File: src/hw/pfds_defs.vh
// Purpose: constants of the pin function and drive select block
// Assumes: Avalon-MM slave with 32-bit words, byte addresses
// Notes:   offsets are byte addresses of aligned words
`ifndef PFDS_DEFS_VH
`define PFDS_DEFS_VH
// register byte offsets
`define PFDS_OFF_DRV_LOW    4'h0
`define PFDS_OFF_DRV_HIGH   4'h4
`define PFDS_OFF_PA_LOW     4'h8
`define PFDS_OFF_PA_HIGH    4'hc
`define PFDS_OFF_PB_LOW     5'h10
`define PFDS_OFF_PORT_DIR   5'h14
`define PFDS_OFF_PORT_DATA  5'h18
`define PFDS_OFF_PIN_LEVEL  5'h1c
// reset values
`define PFDS_RST_SEL        8'h00
`define PFDS_RST_DIR        12'hfff
`define PFDS_RST_DATA       12'hfff
// implemented bits of the second drive register
`define PFDS_DRV_HIGH_MASK  8'h3f
// select codes
`define PFDS_SEL_GPIO       2'h0
`define PFDS_SEL_ALT1       2'h1
`define PFDS_SEL_ALT2       2'h2
`define PFDS_SEL_ALT3       2'h3
`endif

File: src/hw/pfds_pin_cell.v
// Purpose: one pin driver with function and drive selection
// Assumes: inputs on the same clock as the pin output registers
// Notes:   output flopped in the parent, this cell is combinational
`timescale 1ns/1ns
`default_nettype none
module pfds_pin_cell (
  input  wire       dir_in_in,
  input  wire       latch_in,
  input  wire       per_oe_in,
  input  wire       per_data_in,
  input  wire       analog_in,
  input  wire [1:0] drive_in,
  output wire       pin_out,
  output wire       pin_oe_out,
  output wire [1:0] drive_out
);
  // peripheral owns the pin when it selects an output, else the port latch
  wire cmos_out;
  assign cmos_out   = ~per_oe_in & ~analog_in & ~dir_in_in;
  // RQ21 peripheral drives pin
  assign pin_out    = per_oe_in ? per_data_in : latch_in;
  assign pin_oe_out = ~analog_in & (per_oe_in | ~dir_in_in);
  // RQ1 drive only when push-pull
  assign drive_out  = (cmos_out | per_oe_in) ? drive_in : 2'h0;
endmodule
`default_nettype wire

File: src/hw/pfds_top.v
// Purpose: pin function and drive strength selection for ports A and B
// Assumes: Avalon-MM master, 100 MHz clk_in, pins synchronised here
// Notes:   every read or write answers one cycle after it is presented
//
// Our own choices: the placing of the registers and the Avalon-MM slave port.
`timescale 1ns/1ns
`default_nettype none
`include "pfds_defs.vh"
// Function
// RQ1: drive level applies only to push-pull outputs
// RQ2: two bits give drive levels zero to three
// RQ3: low drive register covers ports A, B
// RQ4: high drive register covers C, D; 7~6 zero
// RQ5: PA3 gpio/external_irq_line_0/cap, spi out, tx0, an3
// RQ6: PA2 gpio, spi/i2c data, uart rx/tx, timer2
// RQ7: PA1 gpio/external_irq_line_1, spi select, opamp1 out/in
// RQ8: PA0 gpio twice, spi/i2c clock, timer1 inverted
// RQ9: PA7 gpio/captures, spi clock, an1, vref
// RQ10: PA6 gpio, ptimer0 out, spi data, uart
// RQ11: PA5 gpio/clock twice, stimer1 inverted, opamp1
// RQ12: PA4 gpio/clock, stimer0 inverted, an0, opamp0
// RQ13: PB3 gpio, powerline rx, spi data, uart
// RQ14: PB2 gpio, powerline signal, spi clock, dac
// RQ15: PB1 gpio, powerline tx, spi out, tx0
// RQ16: PB0 gpio/external_irq_line_0, stimer0 out, opamp0 in, dac
// RQ17: shared digital inputs need direction input
// RQ18: software selects, configures, then enables peripheral
// RQ19: software disables peripheral before reselecting pin
// RQ20: direction one input, zero output reads latch
// RQ21: selected peripheral owns pin data path
module pfds_top (
  input  wire        clk_in,
  input  wire        arst_n_in,
  input  wire [4:0]  avs_address_in,
  input  wire        avs_read_in,
  input  wire        avs_write_in,
  input  wire [31:0] avs_writedata_in,
  input  wire [3:0]  avs_byteenable_in,
  output reg  [31:0] avs_readdata_out,
  output reg         avs_waitrequest_out,
  input  wire [11:0] pin_level_in,
  output reg  [11:0] pin_data_out,
  output reg  [11:0] pin_oe_out,
  output reg  [11:0] pin_analog_out,
  output reg  [23:0] pin_drive_out,
  input  wire        spi_serial_out,
  input  wire        spi_sck_in,
  input  wire        spi_sck_oe_in,
  input  wire        spi_data_o_in,
  input  wire        spi_data_oe_in,
  input  wire        spi_chip_select_line,
  input  wire        spi_cs_oe_in,
  input  wire        uart0_transmit,
  input  wire        uart0_rxtx_oe_in,
  input  wire        per_timer2_inverted_out,
  input  wire        per_timer1_inverted_out,
  input  wire        per_timer0_out,
  input  wire        std_timer1_inverted_out,
  input  wire        std_timer0_inverted_out,
  input  wire        std_timer0_out,
  input  wire        powerline_transmit_out,
  output reg         external_irq_line_0_out,
  output reg         external_irq_line_1_out,
  output reg         std_timer1_capture_in_out,
  output reg         std_timer0_capture_in_out,
  output reg         per_timer0_capture_in_out,
  output reg         std_timer0_clock_in_out,
  output reg         per_timer0_clock_in_out,
  output reg         spi_in_or_i2c_data_out,
  output reg         spi_sck_out,
  output reg         spi_chip_select_in_out,
  output reg         uart0_receive_transmit_out,
  output reg         powerline_receive_in_out,
  output reg         powerline_signal_input_out
);
  //----------------------------------------
  // reset release
  //----------------------------------------
  reg rst_s1_q;
  reg rst_n_q;
  always @(posedge clk_in or negedge arst_n_in) begin
    if (!arst_n_in) begin
      rst_s1_q <= 1'b0;
      rst_n_q  <= 1'b0;
    end else begin
      rst_s1_q <= 1'b1;
      rst_n_q  <= rst_s1_q;
    end
  end

  //----------------------------------------
  // pin synchroniser, two stages before use
  //----------------------------------------
  reg [11:0] pin_s1_q;
  reg [11:0] pin_s2_q;
  always @(posedge clk_in or negedge rst_n_q) begin
    if (!rst_n_q) begin
      pin_s1_q <= 12'h000;
      pin_s2_q <= 12'h000;
    end else begin
      pin_s1_q <= pin_level_in;
      pin_s2_q <= pin_s1_q;
    end
  end

  //----------------------------------------
  // registers
  //----------------------------------------
  reg  [7:0]  drv_low_q;
  reg  [7:0]  drv_high_q;
  reg  [7:0]  pa_low_q;
  reg  [7:0]  pa_high_q;
  reg  [7:0]  pb_low_q;
  reg  [11:0] dir_q;     // one bit per pin, 1 is input: pa 7..0, pb 11..8
  reg  [11:0] data_q;
  reg         ack_q;
  wire [7:0]  wbyte;
  wire        wr_go;
  wire [4:0]  adr;
  assign wbyte = avs_writedata_in[7:0];
  assign adr   = {avs_address_in[4:2], 2'b00};
  // a request is taken on the cycle waitrequest is low
  assign wr_go = avs_write_in & ~avs_waitrequest_out & avs_byteenable_in[0];

  // waitrequest low one cycle after each request, then back high
  always @(posedge clk_in or negedge rst_n_q) begin
    if (!rst_n_q) begin
      ack_q               <= 1'b0;
      avs_waitrequest_out <= 1'b1;
    end else begin
      ack_q               <= (avs_read_in | avs_write_in) & avs_waitrequest_out & ~ack_q;
      avs_waitrequest_out <= ~((avs_read_in | avs_write_in) & avs_waitrequest_out & ~ack_q);
    end
  end

  // register writes, gated by byte lane 0; dir and data take bits 11..0
  always @(posedge clk_in or negedge rst_n_q) begin
    if (!rst_n_q) begin
      drv_low_q  <= `PFDS_RST_SEL;
      drv_high_q <= `PFDS_RST_SEL;
      pa_low_q   <= `PFDS_RST_SEL;
      pa_high_q  <= `PFDS_RST_SEL;
      pb_low_q   <= `PFDS_RST_SEL;
      dir_q      <= `PFDS_RST_DIR;
      data_q     <= `PFDS_RST_DATA;
    end else if (wr_go) begin
      case (adr)
        // RQ3 low drive fields
        {1'b0, `PFDS_OFF_DRV_LOW}:  drv_low_q  <= wbyte;
        // RQ4 unimplemented bits kept zero
        {1'b0, `PFDS_OFF_DRV_HIGH}: drv_high_q <= wbyte & `PFDS_DRV_HIGH_MASK;
        {1'b0, `PFDS_OFF_PA_LOW}:   pa_low_q   <= wbyte;
        {1'b0, `PFDS_OFF_PA_HIGH}:  pa_high_q  <= wbyte;
        `PFDS_OFF_PB_LOW:           pb_low_q   <= wbyte;
        `PFDS_OFF_PORT_DIR:         dir_q      <= avs_writedata_in[11:0];
        `PFDS_OFF_PORT_DATA:        data_q     <= avs_writedata_in[11:0];
        default: begin
        end
      endcase
    end
  end

  // read mux; unmapped offsets read zero
  reg [31:0] rd_d;
  always @* begin
    rd_d = 32'h0000_0000;
    case (adr)
      {1'b0, `PFDS_OFF_DRV_LOW}:  rd_d[7:0] = drv_low_q;
      {1'b0, `PFDS_OFF_DRV_HIGH}: rd_d[7:0] = drv_high_q;
      {1'b0, `PFDS_OFF_PA_LOW}:   rd_d[7:0] = pa_low_q;
      {1'b0, `PFDS_OFF_PA_HIGH}:  rd_d[7:0] = pa_high_q;
      `PFDS_OFF_PB_LOW:           rd_d[7:0] = pb_low_q;
      `PFDS_OFF_PORT_DIR:         rd_d[11:0] = dir_q;
      `PFDS_OFF_PORT_DATA:        rd_d[11:0] = data_q;
      // RQ20 input reads pin, output reads latch
      `PFDS_OFF_PIN_LEVEL:        rd_d[11:0] = (dir_q & pin_s2_q) | (~dir_q & data_q);
      default:                    rd_d = 32'h0000_0000;
    endcase
  end

  always @(posedge clk_in or negedge rst_n_q) begin
    if (!rst_n_q) begin
      avs_readdata_out <= 32'h0000_0000;
    end else if (avs_read_in & avs_waitrequest_out & ~ack_q) begin
      avs_readdata_out <= rd_d;
    end
  end

  //----------------------------------------
  // per-pin function decode
  //----------------------------------------
  // codes per pin, pins 0..11 = pa0..pa7, pb0..pb3
  wire [1:0] s [0:11];
  assign s[0]  = pa_low_q[1:0];
  assign s[1]  = pa_low_q[3:2];
  assign s[2]  = pa_low_q[5:4];
  assign s[3]  = pa_low_q[7:6];
  assign s[4]  = pa_high_q[1:0];
  assign s[5]  = pa_high_q[3:2];
  assign s[6]  = pa_high_q[5:4];
  assign s[7]  = pa_high_q[7:6];
  assign s[8]  = pb_low_q[1:0];
  assign s[9]  = pb_low_q[3:2];
  assign s[10] = pb_low_q[5:4];
  assign s[11] = pb_low_q[7:6];

  reg [11:0] per_oe;
  reg [11:0] per_dat;
  reg [11:0] ana;
  always @* begin
    per_oe  = 12'h000;
    per_dat = 12'h000;
    ana     = 12'h000;
    // RQ8 pa0; code 11 stays gpio
    case (s[0])
      `PFDS_SEL_ALT1: begin per_oe[0] = spi_sck_oe_in; per_dat[0] = spi_sck_in; end
      `PFDS_SEL_ALT2: begin per_oe[0] = 1'b1; per_dat[0] = per_timer1_inverted_out; end
      default: begin end
    endcase
    // RQ7 pa1
    case (s[1])
      `PFDS_SEL_ALT1: begin per_oe[1] = spi_cs_oe_in; per_dat[1] = spi_chip_select_line; end
      `PFDS_SEL_ALT2: ana[1] = 1'b1;
      `PFDS_SEL_ALT3: ana[1] = 1'b1;
      default: begin end
    endcase
    // RQ6 pa2
    case (s[2])
      `PFDS_SEL_ALT1: begin per_oe[2] = spi_data_oe_in; per_dat[2] = spi_data_o_in; end
      `PFDS_SEL_ALT2: begin per_oe[2] = uart0_rxtx_oe_in; per_dat[2] = uart0_transmit; end
      `PFDS_SEL_ALT3: begin per_oe[2] = 1'b1; per_dat[2] = per_timer2_inverted_out; end
      default: begin end
    endcase
    // RQ5 pa3
    case (s[3])
      `PFDS_SEL_ALT1: begin per_oe[3] = 1'b1; per_dat[3] = spi_serial_out; end
      `PFDS_SEL_ALT2: begin per_oe[3] = 1'b1; per_dat[3] = uart0_transmit; end
      `PFDS_SEL_ALT3: ana[3] = 1'b1;
      default: begin end
    endcase
    // RQ12 pa4
    case (s[4])
      `PFDS_SEL_ALT1: begin per_oe[4] = 1'b1; per_dat[4] = std_timer0_inverted_out; end
      `PFDS_SEL_ALT2: ana[4] = 1'b1;
      `PFDS_SEL_ALT3: ana[4] = 1'b1;
      default: begin end
    endcase
    // RQ11 pa5; code 11 stays gpio
    case (s[5])
      `PFDS_SEL_ALT1: begin per_oe[5] = 1'b1; per_dat[5] = std_timer1_inverted_out; end
      `PFDS_SEL_ALT2: ana[5] = 1'b1;
      default: begin end
    endcase
    // RQ10 pa6
    case (s[6])
      `PFDS_SEL_ALT1: begin per_oe[6] = 1'b1; per_dat[6] = per_timer0_out; end
      `PFDS_SEL_ALT2: begin per_oe[6] = spi_data_oe_in; per_dat[6] = spi_data_o_in; end
      `PFDS_SEL_ALT3: begin per_oe[6] = uart0_rxtx_oe_in; per_dat[6] = uart0_transmit; end
      default: begin end
    endcase
    // RQ9 pa7
    case (s[7])
      `PFDS_SEL_ALT1: begin per_oe[7] = spi_sck_oe_in; per_dat[7] = spi_sck_in; end
      `PFDS_SEL_ALT2: ana[7] = 1'b1;
      `PFDS_SEL_ALT3: ana[7] = 1'b1;
      default: begin end
    endcase
    // RQ16 pb0
    case (s[8])
      `PFDS_SEL_ALT1: begin per_oe[8] = 1'b1; per_dat[8] = std_timer0_out; end
      `PFDS_SEL_ALT2: ana[8] = 1'b1;
      `PFDS_SEL_ALT3: ana[8] = 1'b1;
      default: begin end
    endcase
    // RQ15 pb1
    case (s[9])
      `PFDS_SEL_ALT1: begin per_oe[9] = 1'b1; per_dat[9] = powerline_transmit_out; end
      `PFDS_SEL_ALT2: begin per_oe[9] = 1'b1; per_dat[9] = spi_serial_out; end
      `PFDS_SEL_ALT3: begin per_oe[9] = 1'b1; per_dat[9] = uart0_transmit; end
      default: begin end
    endcase
    // RQ14 pb2; signal input is analog
    case (s[10])
      `PFDS_SEL_ALT1: ana[10] = 1'b1;
      `PFDS_SEL_ALT2: begin per_oe[10] = spi_sck_oe_in; per_dat[10] = spi_sck_in; end
      `PFDS_SEL_ALT3: ana[10] = 1'b1;
      default: begin end
    endcase
    // RQ13 pb3
    case (s[11])
      `PFDS_SEL_ALT2: begin per_oe[11] = spi_data_oe_in; per_dat[11] = spi_data_o_in; end
      `PFDS_SEL_ALT3: begin per_oe[11] = uart0_rxtx_oe_in; per_dat[11] = uart0_transmit; end
      default: begin end
    endcase
  end

  //----------------------------------------
  // pin cells and output flops
  //----------------------------------------
  wire [11:0] cell_pin;
  wire [11:0] cell_oe;
  wire [23:0] cell_drv;
  // RQ2 group drive fields per pin
  wire [23:0] grp_drv;
  assign grp_drv = {{4{drv_low_q[5:4]}}, {4{drv_low_q[3:2]}}, {4{drv_low_q[1:0]}}};
  genvar gi;
  generate
    for (gi = 0; gi < 12; gi = gi + 1) begin : g_pin
      pfds_pin_cell u_cell (
        .dir_in_in   (dir_q[gi]),
        .latch_in    (data_q[gi]),
        .per_oe_in   (per_oe[gi]),
        .per_data_in (per_dat[gi]),
        .analog_in   (ana[gi]),
        .drive_in    (grp_drv[2*gi+1:2*gi]),
        .pin_out     (cell_pin[gi]),
        .pin_oe_out  (cell_oe[gi]),
        .drive_out   (cell_drv[2*gi+1:2*gi])
      );
    end
  endgenerate

  // gpio input qualifier: direction input, no peripheral output and not analog; code checked at each use
  wire [11:0] gin;
  // RQ17 shared inputs need input
  assign gin = dir_q & ~per_oe & ~ana & pin_s2_q;

  always @(posedge clk_in or negedge rst_n_q) begin
    if (!rst_n_q) begin
      pin_data_out               <= 12'h000;
      pin_oe_out                 <= 12'h000;
      pin_analog_out             <= 12'h000;
      pin_drive_out              <= 24'h000000;
      external_irq_line_0_out    <= 1'b0;
      external_irq_line_1_out    <= 1'b0;
      std_timer1_capture_in_out  <= 1'b0;
      std_timer0_capture_in_out  <= 1'b0;
      per_timer0_capture_in_out  <= 1'b0;
      std_timer0_clock_in_out    <= 1'b0;
      per_timer0_clock_in_out    <= 1'b0;
      spi_in_or_i2c_data_out     <= 1'b0;
      spi_sck_out                <= 1'b0;
      spi_chip_select_in_out     <= 1'b0;
      uart0_receive_transmit_out <= 1'b0;
      powerline_receive_in_out   <= 1'b0;
      powerline_signal_input_out <= 1'b0;
    end else begin
      pin_data_out   <= cell_pin;
      pin_oe_out     <= cell_oe;
      pin_analog_out <= ana;
      pin_drive_out  <= cell_drv;
      // RQ17 gpio-coded inputs gated
      external_irq_line_0_out   <= (s[3] == `PFDS_SEL_GPIO & gin[3]) | (s[8] == `PFDS_SEL_GPIO & gin[8]);
      external_irq_line_1_out   <= (s[1] == `PFDS_SEL_GPIO) & gin[1];
      std_timer1_capture_in_out <= (s[3] == `PFDS_SEL_GPIO) & gin[3];
      std_timer0_capture_in_out <= (s[7] == `PFDS_SEL_GPIO) & gin[7];
      per_timer0_capture_in_out <= (s[7] == `PFDS_SEL_GPIO) & gin[7];
      std_timer0_clock_in_out   <= ((s[5] == `PFDS_SEL_GPIO) | (s[5] == `PFDS_SEL_ALT3)) & gin[5];
      per_timer0_clock_in_out   <= (s[4] == `PFDS_SEL_GPIO) & gin[4];
      // RQ21 route pin to peripheral
      spi_in_or_i2c_data_out     <= (s[2] == `PFDS_SEL_ALT1 & pin_s2_q[2])
                                  | (s[6] == `PFDS_SEL_ALT2 & pin_s2_q[6])
                                  | (s[11] == `PFDS_SEL_ALT2 & pin_s2_q[11]);
      spi_sck_out                <= (s[0] == `PFDS_SEL_ALT1 & pin_s2_q[0])
                                  | (s[7] == `PFDS_SEL_ALT1 & pin_s2_q[7])
                                  | (s[10] == `PFDS_SEL_ALT2 & pin_s2_q[10]);
      spi_chip_select_in_out     <= (s[1] == `PFDS_SEL_ALT1) & pin_s2_q[1];
      uart0_receive_transmit_out <= (s[2] == `PFDS_SEL_ALT2 & pin_s2_q[2])
                                  | (s[6] == `PFDS_SEL_ALT3 & pin_s2_q[6])
                                  | (s[11] == `PFDS_SEL_ALT3 & pin_s2_q[11]);
      powerline_receive_in_out   <= (s[11] == `PFDS_SEL_ALT1) & pin_s2_q[11];
      powerline_signal_input_out <= (s[10] == `PFDS_SEL_ALT1) & pin_s2_q[10];
    end
  end
  // RQ18 RQ19 sequencing is software's duty
endmodule
`default_nettype wire

File: config.mk
export PLATFORM = sky130hd
export DESIGN_NAME = pfds_top
export DESIGN_NICKNAME = d
export VERILOG_FILES = /design/src/hw/pfds_pin_cell.v /design/src/hw/pfds_top.v
export VERILOG_INCLUDE_DIRS = /design/src /design/src/hw
export SDC_FILE = /design/constraint.sdc
export NUM_CORES = 1
export LEC_CHECK = 0
export ABC_AREA = 1
export BUFFER_PORTS_ARGS = -buffer_cell sky130_fd_sc_hd__buf_4
export CAP_MARGIN = 0
export CORE_MARGIN = 5
export CORE_UTILIZATION = 50
export CTS_CLUSTER_DIAMETER = 150
export DETAILED_ROUTE_END_ITERATION = 8
export PLACE_DENSITY_LB_ADDON = 0.2
export SETUP_SLACK_MARGIN = 0.5
export SYNTH_ARGS = -nofsm -noshare
export SYNTH_HDL_FRONTEND = slang
export SYNTH_HIERARCHICAL = 1
export SYNTH_SLANG_ARGS = --single-unit
File: constraint.sdc
create_clock -name clk_in -period 8.07 [get_ports clk_in]
set_input_delay 0 -clock clk_in [delete_from_list [all_inputs] [get_ports clk_in]]
set_output_delay 0 -clock clk_in [all_outputs]
set_load 0.01 [all_outputs]
==> impl_metrics.ini <==
[hold_path]
worstHoldPathCells = 5
hp-start = per_timer2_inverted_out
worstHoldEndpoint = pin_data_out[2]$_DFF_PN0_
worstHoldPathType = input pin to register

[synthesis]
ys_types = 33
async_reset_ff_share_pct = 100
synth_cells = 848
synth_area_mm2 = 0.00737
ys_seq_elements = 169
seq_area_frac_synth_pct = 57.8
syn_avg_cell_area_um2 = 8.69
ys_warn_count = 6
synthFlopType = dfrtp_1
synth_edf_count = 0

[finish]
fillers = 1215
seq_area_mm2 = 0.00426
layout.cells.most_common = nand2_1
final_cell_mix = 268 x nand2_1, 143 x dfrtp_1, 131 x buf_4, 82 x inv_1, 56 x o21ai_0
areaGrowthSynthToFinish_pct = 27.9
antennaDiodeCount = 0
final_nets = 1098
final_util_pct = 65.1
drive_above_1_share_pct = 20.8
multi_input_area_mm2 = 0.00251

[drt]
drc = 0
wire_per_inst_um = 15.5
num_vias = 6070
drt-initial-drc-count = 579
final_antenna_net_count = 0
avgViaCountPerCell = 5.00
detail_route.first_pass.iterations = 5
drt-total-wl_um = 18800

[grt]
grt_usage_pct = 22.0
overflow = 0
first_global_vias = 5756
grt_max_degree = 76
antenna_found_initial = 0
grt_pass1_wl_um = 30700

[clocking]
cts.sinks = 169
htreeDepth = 4
clock_latency_ns = 0.43
cts_tree = done
cts-root-buf = clkbuf_16
cts-buffers-inserted = 17
cts_max_path_buffers = 2
clkSlewWorstSetupHoldPaths_ns = 0.06

[sta]
final_max_slew_viol_count = 0
fin_tns_setup_ns = 0
relSlewSlack_pct = 39.0
hold_slack_ns = 0.0102
layout_setup_ws_ns = 5.93
finalHoldViolCount = 0
final.min_clock_period_ns = 2.14
worst_pin_slew_ns = 0.915
finalSetupViolCount = 0
max_freq_mhz = 467
fin_worst_skew_ns = 0.00690
rsz0062_at_grt = no
period_share_pct = 26.5

[floorplanning]
die_h_um = 131
die_w_um = 131
dieArea_mm2 = 0.0173
coreArea_mm2 = 0.0145
num_io_pins = 179
num_rows = 44
initial_utilization_pct = 50.9

[placed_design]
dp_hpwl_um = 12400
pre_cts_slack_ns = 6.33
gp_routability_congestion = 0.829
io_buffers = 128

[power_and_ir_drop]
power_frac_comb_pct = 26.2
ir_drop_uv = 173
p_int_mw = 1.97
power.switching_mw = 0.953
p_per_area_mw_per_mm2 = 310
switching_share_pct = 32.6
p_leak_nw = 4.85
power.share.clock_pct = 28.8
p_seq_share_pct = 45.0

[critical_path]
regToRegEndpoint = pin_data_out[1]$_DFF_PN0_
cp-start-kind = register
r2r-start = pa_low_q[3]$_DFFE_PN0P_
arrival_ns = 2.50
path_delay_family = buffers and inverters
cp_cell_sequence = inv_1 -> nand2_1 -> nor2_1 -> nand2_1 -> dlygate4sd3_1 -> nand2_1 -> dlygate4sd3_1
cpMaxStageDelayCell = dlygate4sd3_1
r2r_setup_slack_ns = 5.93
crit_type = register to register
worstPathRequired_ns = 8.43
critical_path.most_common_cell = nand2_1
cp_max_fo = 7
reg2reg_depth = 7
path_buf_inv = 3
slowest_delay_ns = 0.56
cp-end-kind = register

[status]
status = finished, final reports clean

[job]
drv_cap = 0
==> flip-flops by register name, summed over array words and instances (netlist names), 6 cells and up <==
name,flops
dir_q,12
data_q,12
pa_low_q,8
pin_data_out,12
pa_high_q,8
drv_low_q,8
pin_analog_out,7
pin_s2_q,12
drv_high_q,6
pin_drive_out,24
pb_low_q,8
pin_s1_q,12
avs_readdata_out,12
pin_oe_out,12
==> through the flow <==
step / instances / power [mW] / area [um2]
2_1_floorplan: 882 / 1.72 / 7500
3_3_place_gp: 1137 / 2.04 / 8360
3_5_place_dp: 1137 / 2.06 / 8360
4_1_cts: 1214 / 2.94 / 9420
5_1_grt: 1214 / 3.10 / 9420
6_report: 1214 / 2.92 / 9420
==> cell usage after synthesis, drive strengths merged, types with 2 or more instances <==
library cell | number | area (um2)
nor2 | 57 | 231
o211ai | 3 | 22.5
buf | 44 | 295
clkbuf | 16 | 60.1
nand2 | 270 | 1020
ha | 8 | 100
nand3 | 35 | 185
nor4 | 2 | 12.5
nor3b | 2 | 15.0
inv | 98 | 370
nor3 | 8 | 56.3
dfstp | 25 | 657
nand4 | 37 | 238
a21oi | 19 | 95.1
conb | 2 | 7.51
o21ai | 73 | 365
dfrtp | 144 | 3600
==> tightest hold or removal path, delay by kind of cell <==
| kind | cells | cell delay (ns) |
|---|---|---|
| compound gates | 2 | 0.19 |
| simple gates | 2 | 0.13 |
| buf+inv | 1 | 0.08 |
==> kinds of logic after synthesis <==
kind of cell | synth area share, %
buffers and inverters | 9.85
DFF | 57.8
other | 0.102
adders and majority gates | 1.36
AOI/OAI and AO/OA | 6.86
and+or+nand+nor | 24.0
==> routing by layer <==
layer / routed length [um] / GRT usage, % / up-vias
met5: 0 / 0 / -
met4: 415 / 7.54 / 0
met3: 1270 / 4.51 / 33
met2: 9060 / 35.1 / 225
met1: 8100 / 30.2 / 2853
li1: - / - / 2959
==> repair_timing <==
| action | 4_1_cts | 5_1_grt |
|---|---|---|
| endpoints found under the hold margin | 73 | 0 |
| hold buffers | 45 | 0 |
| gates resized for setup | 0 | 0 |
| setup buffers | 0 | 0 |
==> power groups by stage <==
stage               sequential [mW]  clock [mW]  combinational, mW
global placement               1.32           0              0.722
detailed placement             1.32           0              0.743
floorplan                      1.32           0              0.391
finish                         1.31       0.843              0.766
CTS                            1.31       0.851              0.773
global route                   1.35       0.888              0.869
==> cell type report <==
class                   instances  area share, %
clock buffers                  22           5.03
inverters                      98           3.93
flip-flops and latches        169           45.2
multi-input cells             555           26.6
well taps                     184           2.44
repair buffers                176           15.2
clock inverters                10           1.50
==> how the worst max path moves through the flow <==
stage / startpoint / endpoint / cells past startpoint
floorplan: rst_n_q$_DFF_PN0_ / ack_q$_DFF_PN0_ / 0
global placement: avs_address_in[3] / data_q[6]$_DFFE_PN1P_ / 5
detailed placement: avs_address_in[3] / data_q[6]$_DFFE_PN1P_ / 5
CTS: pa_low_q[3]$_DFFE_PN0P_ / pin_data_out[1]$_DFF_PN0_ / 7
global route: pa_low_q[3]$_DFFE_PN0P_ / pin_data_out[1]$_DFF_PN0_ / 7
finish: pa_low_q[3]$_DFFE_PN0P_ / pin_data_out[1]$_DFF_PN0_ / 7
(Power assumes the default switching activity.)
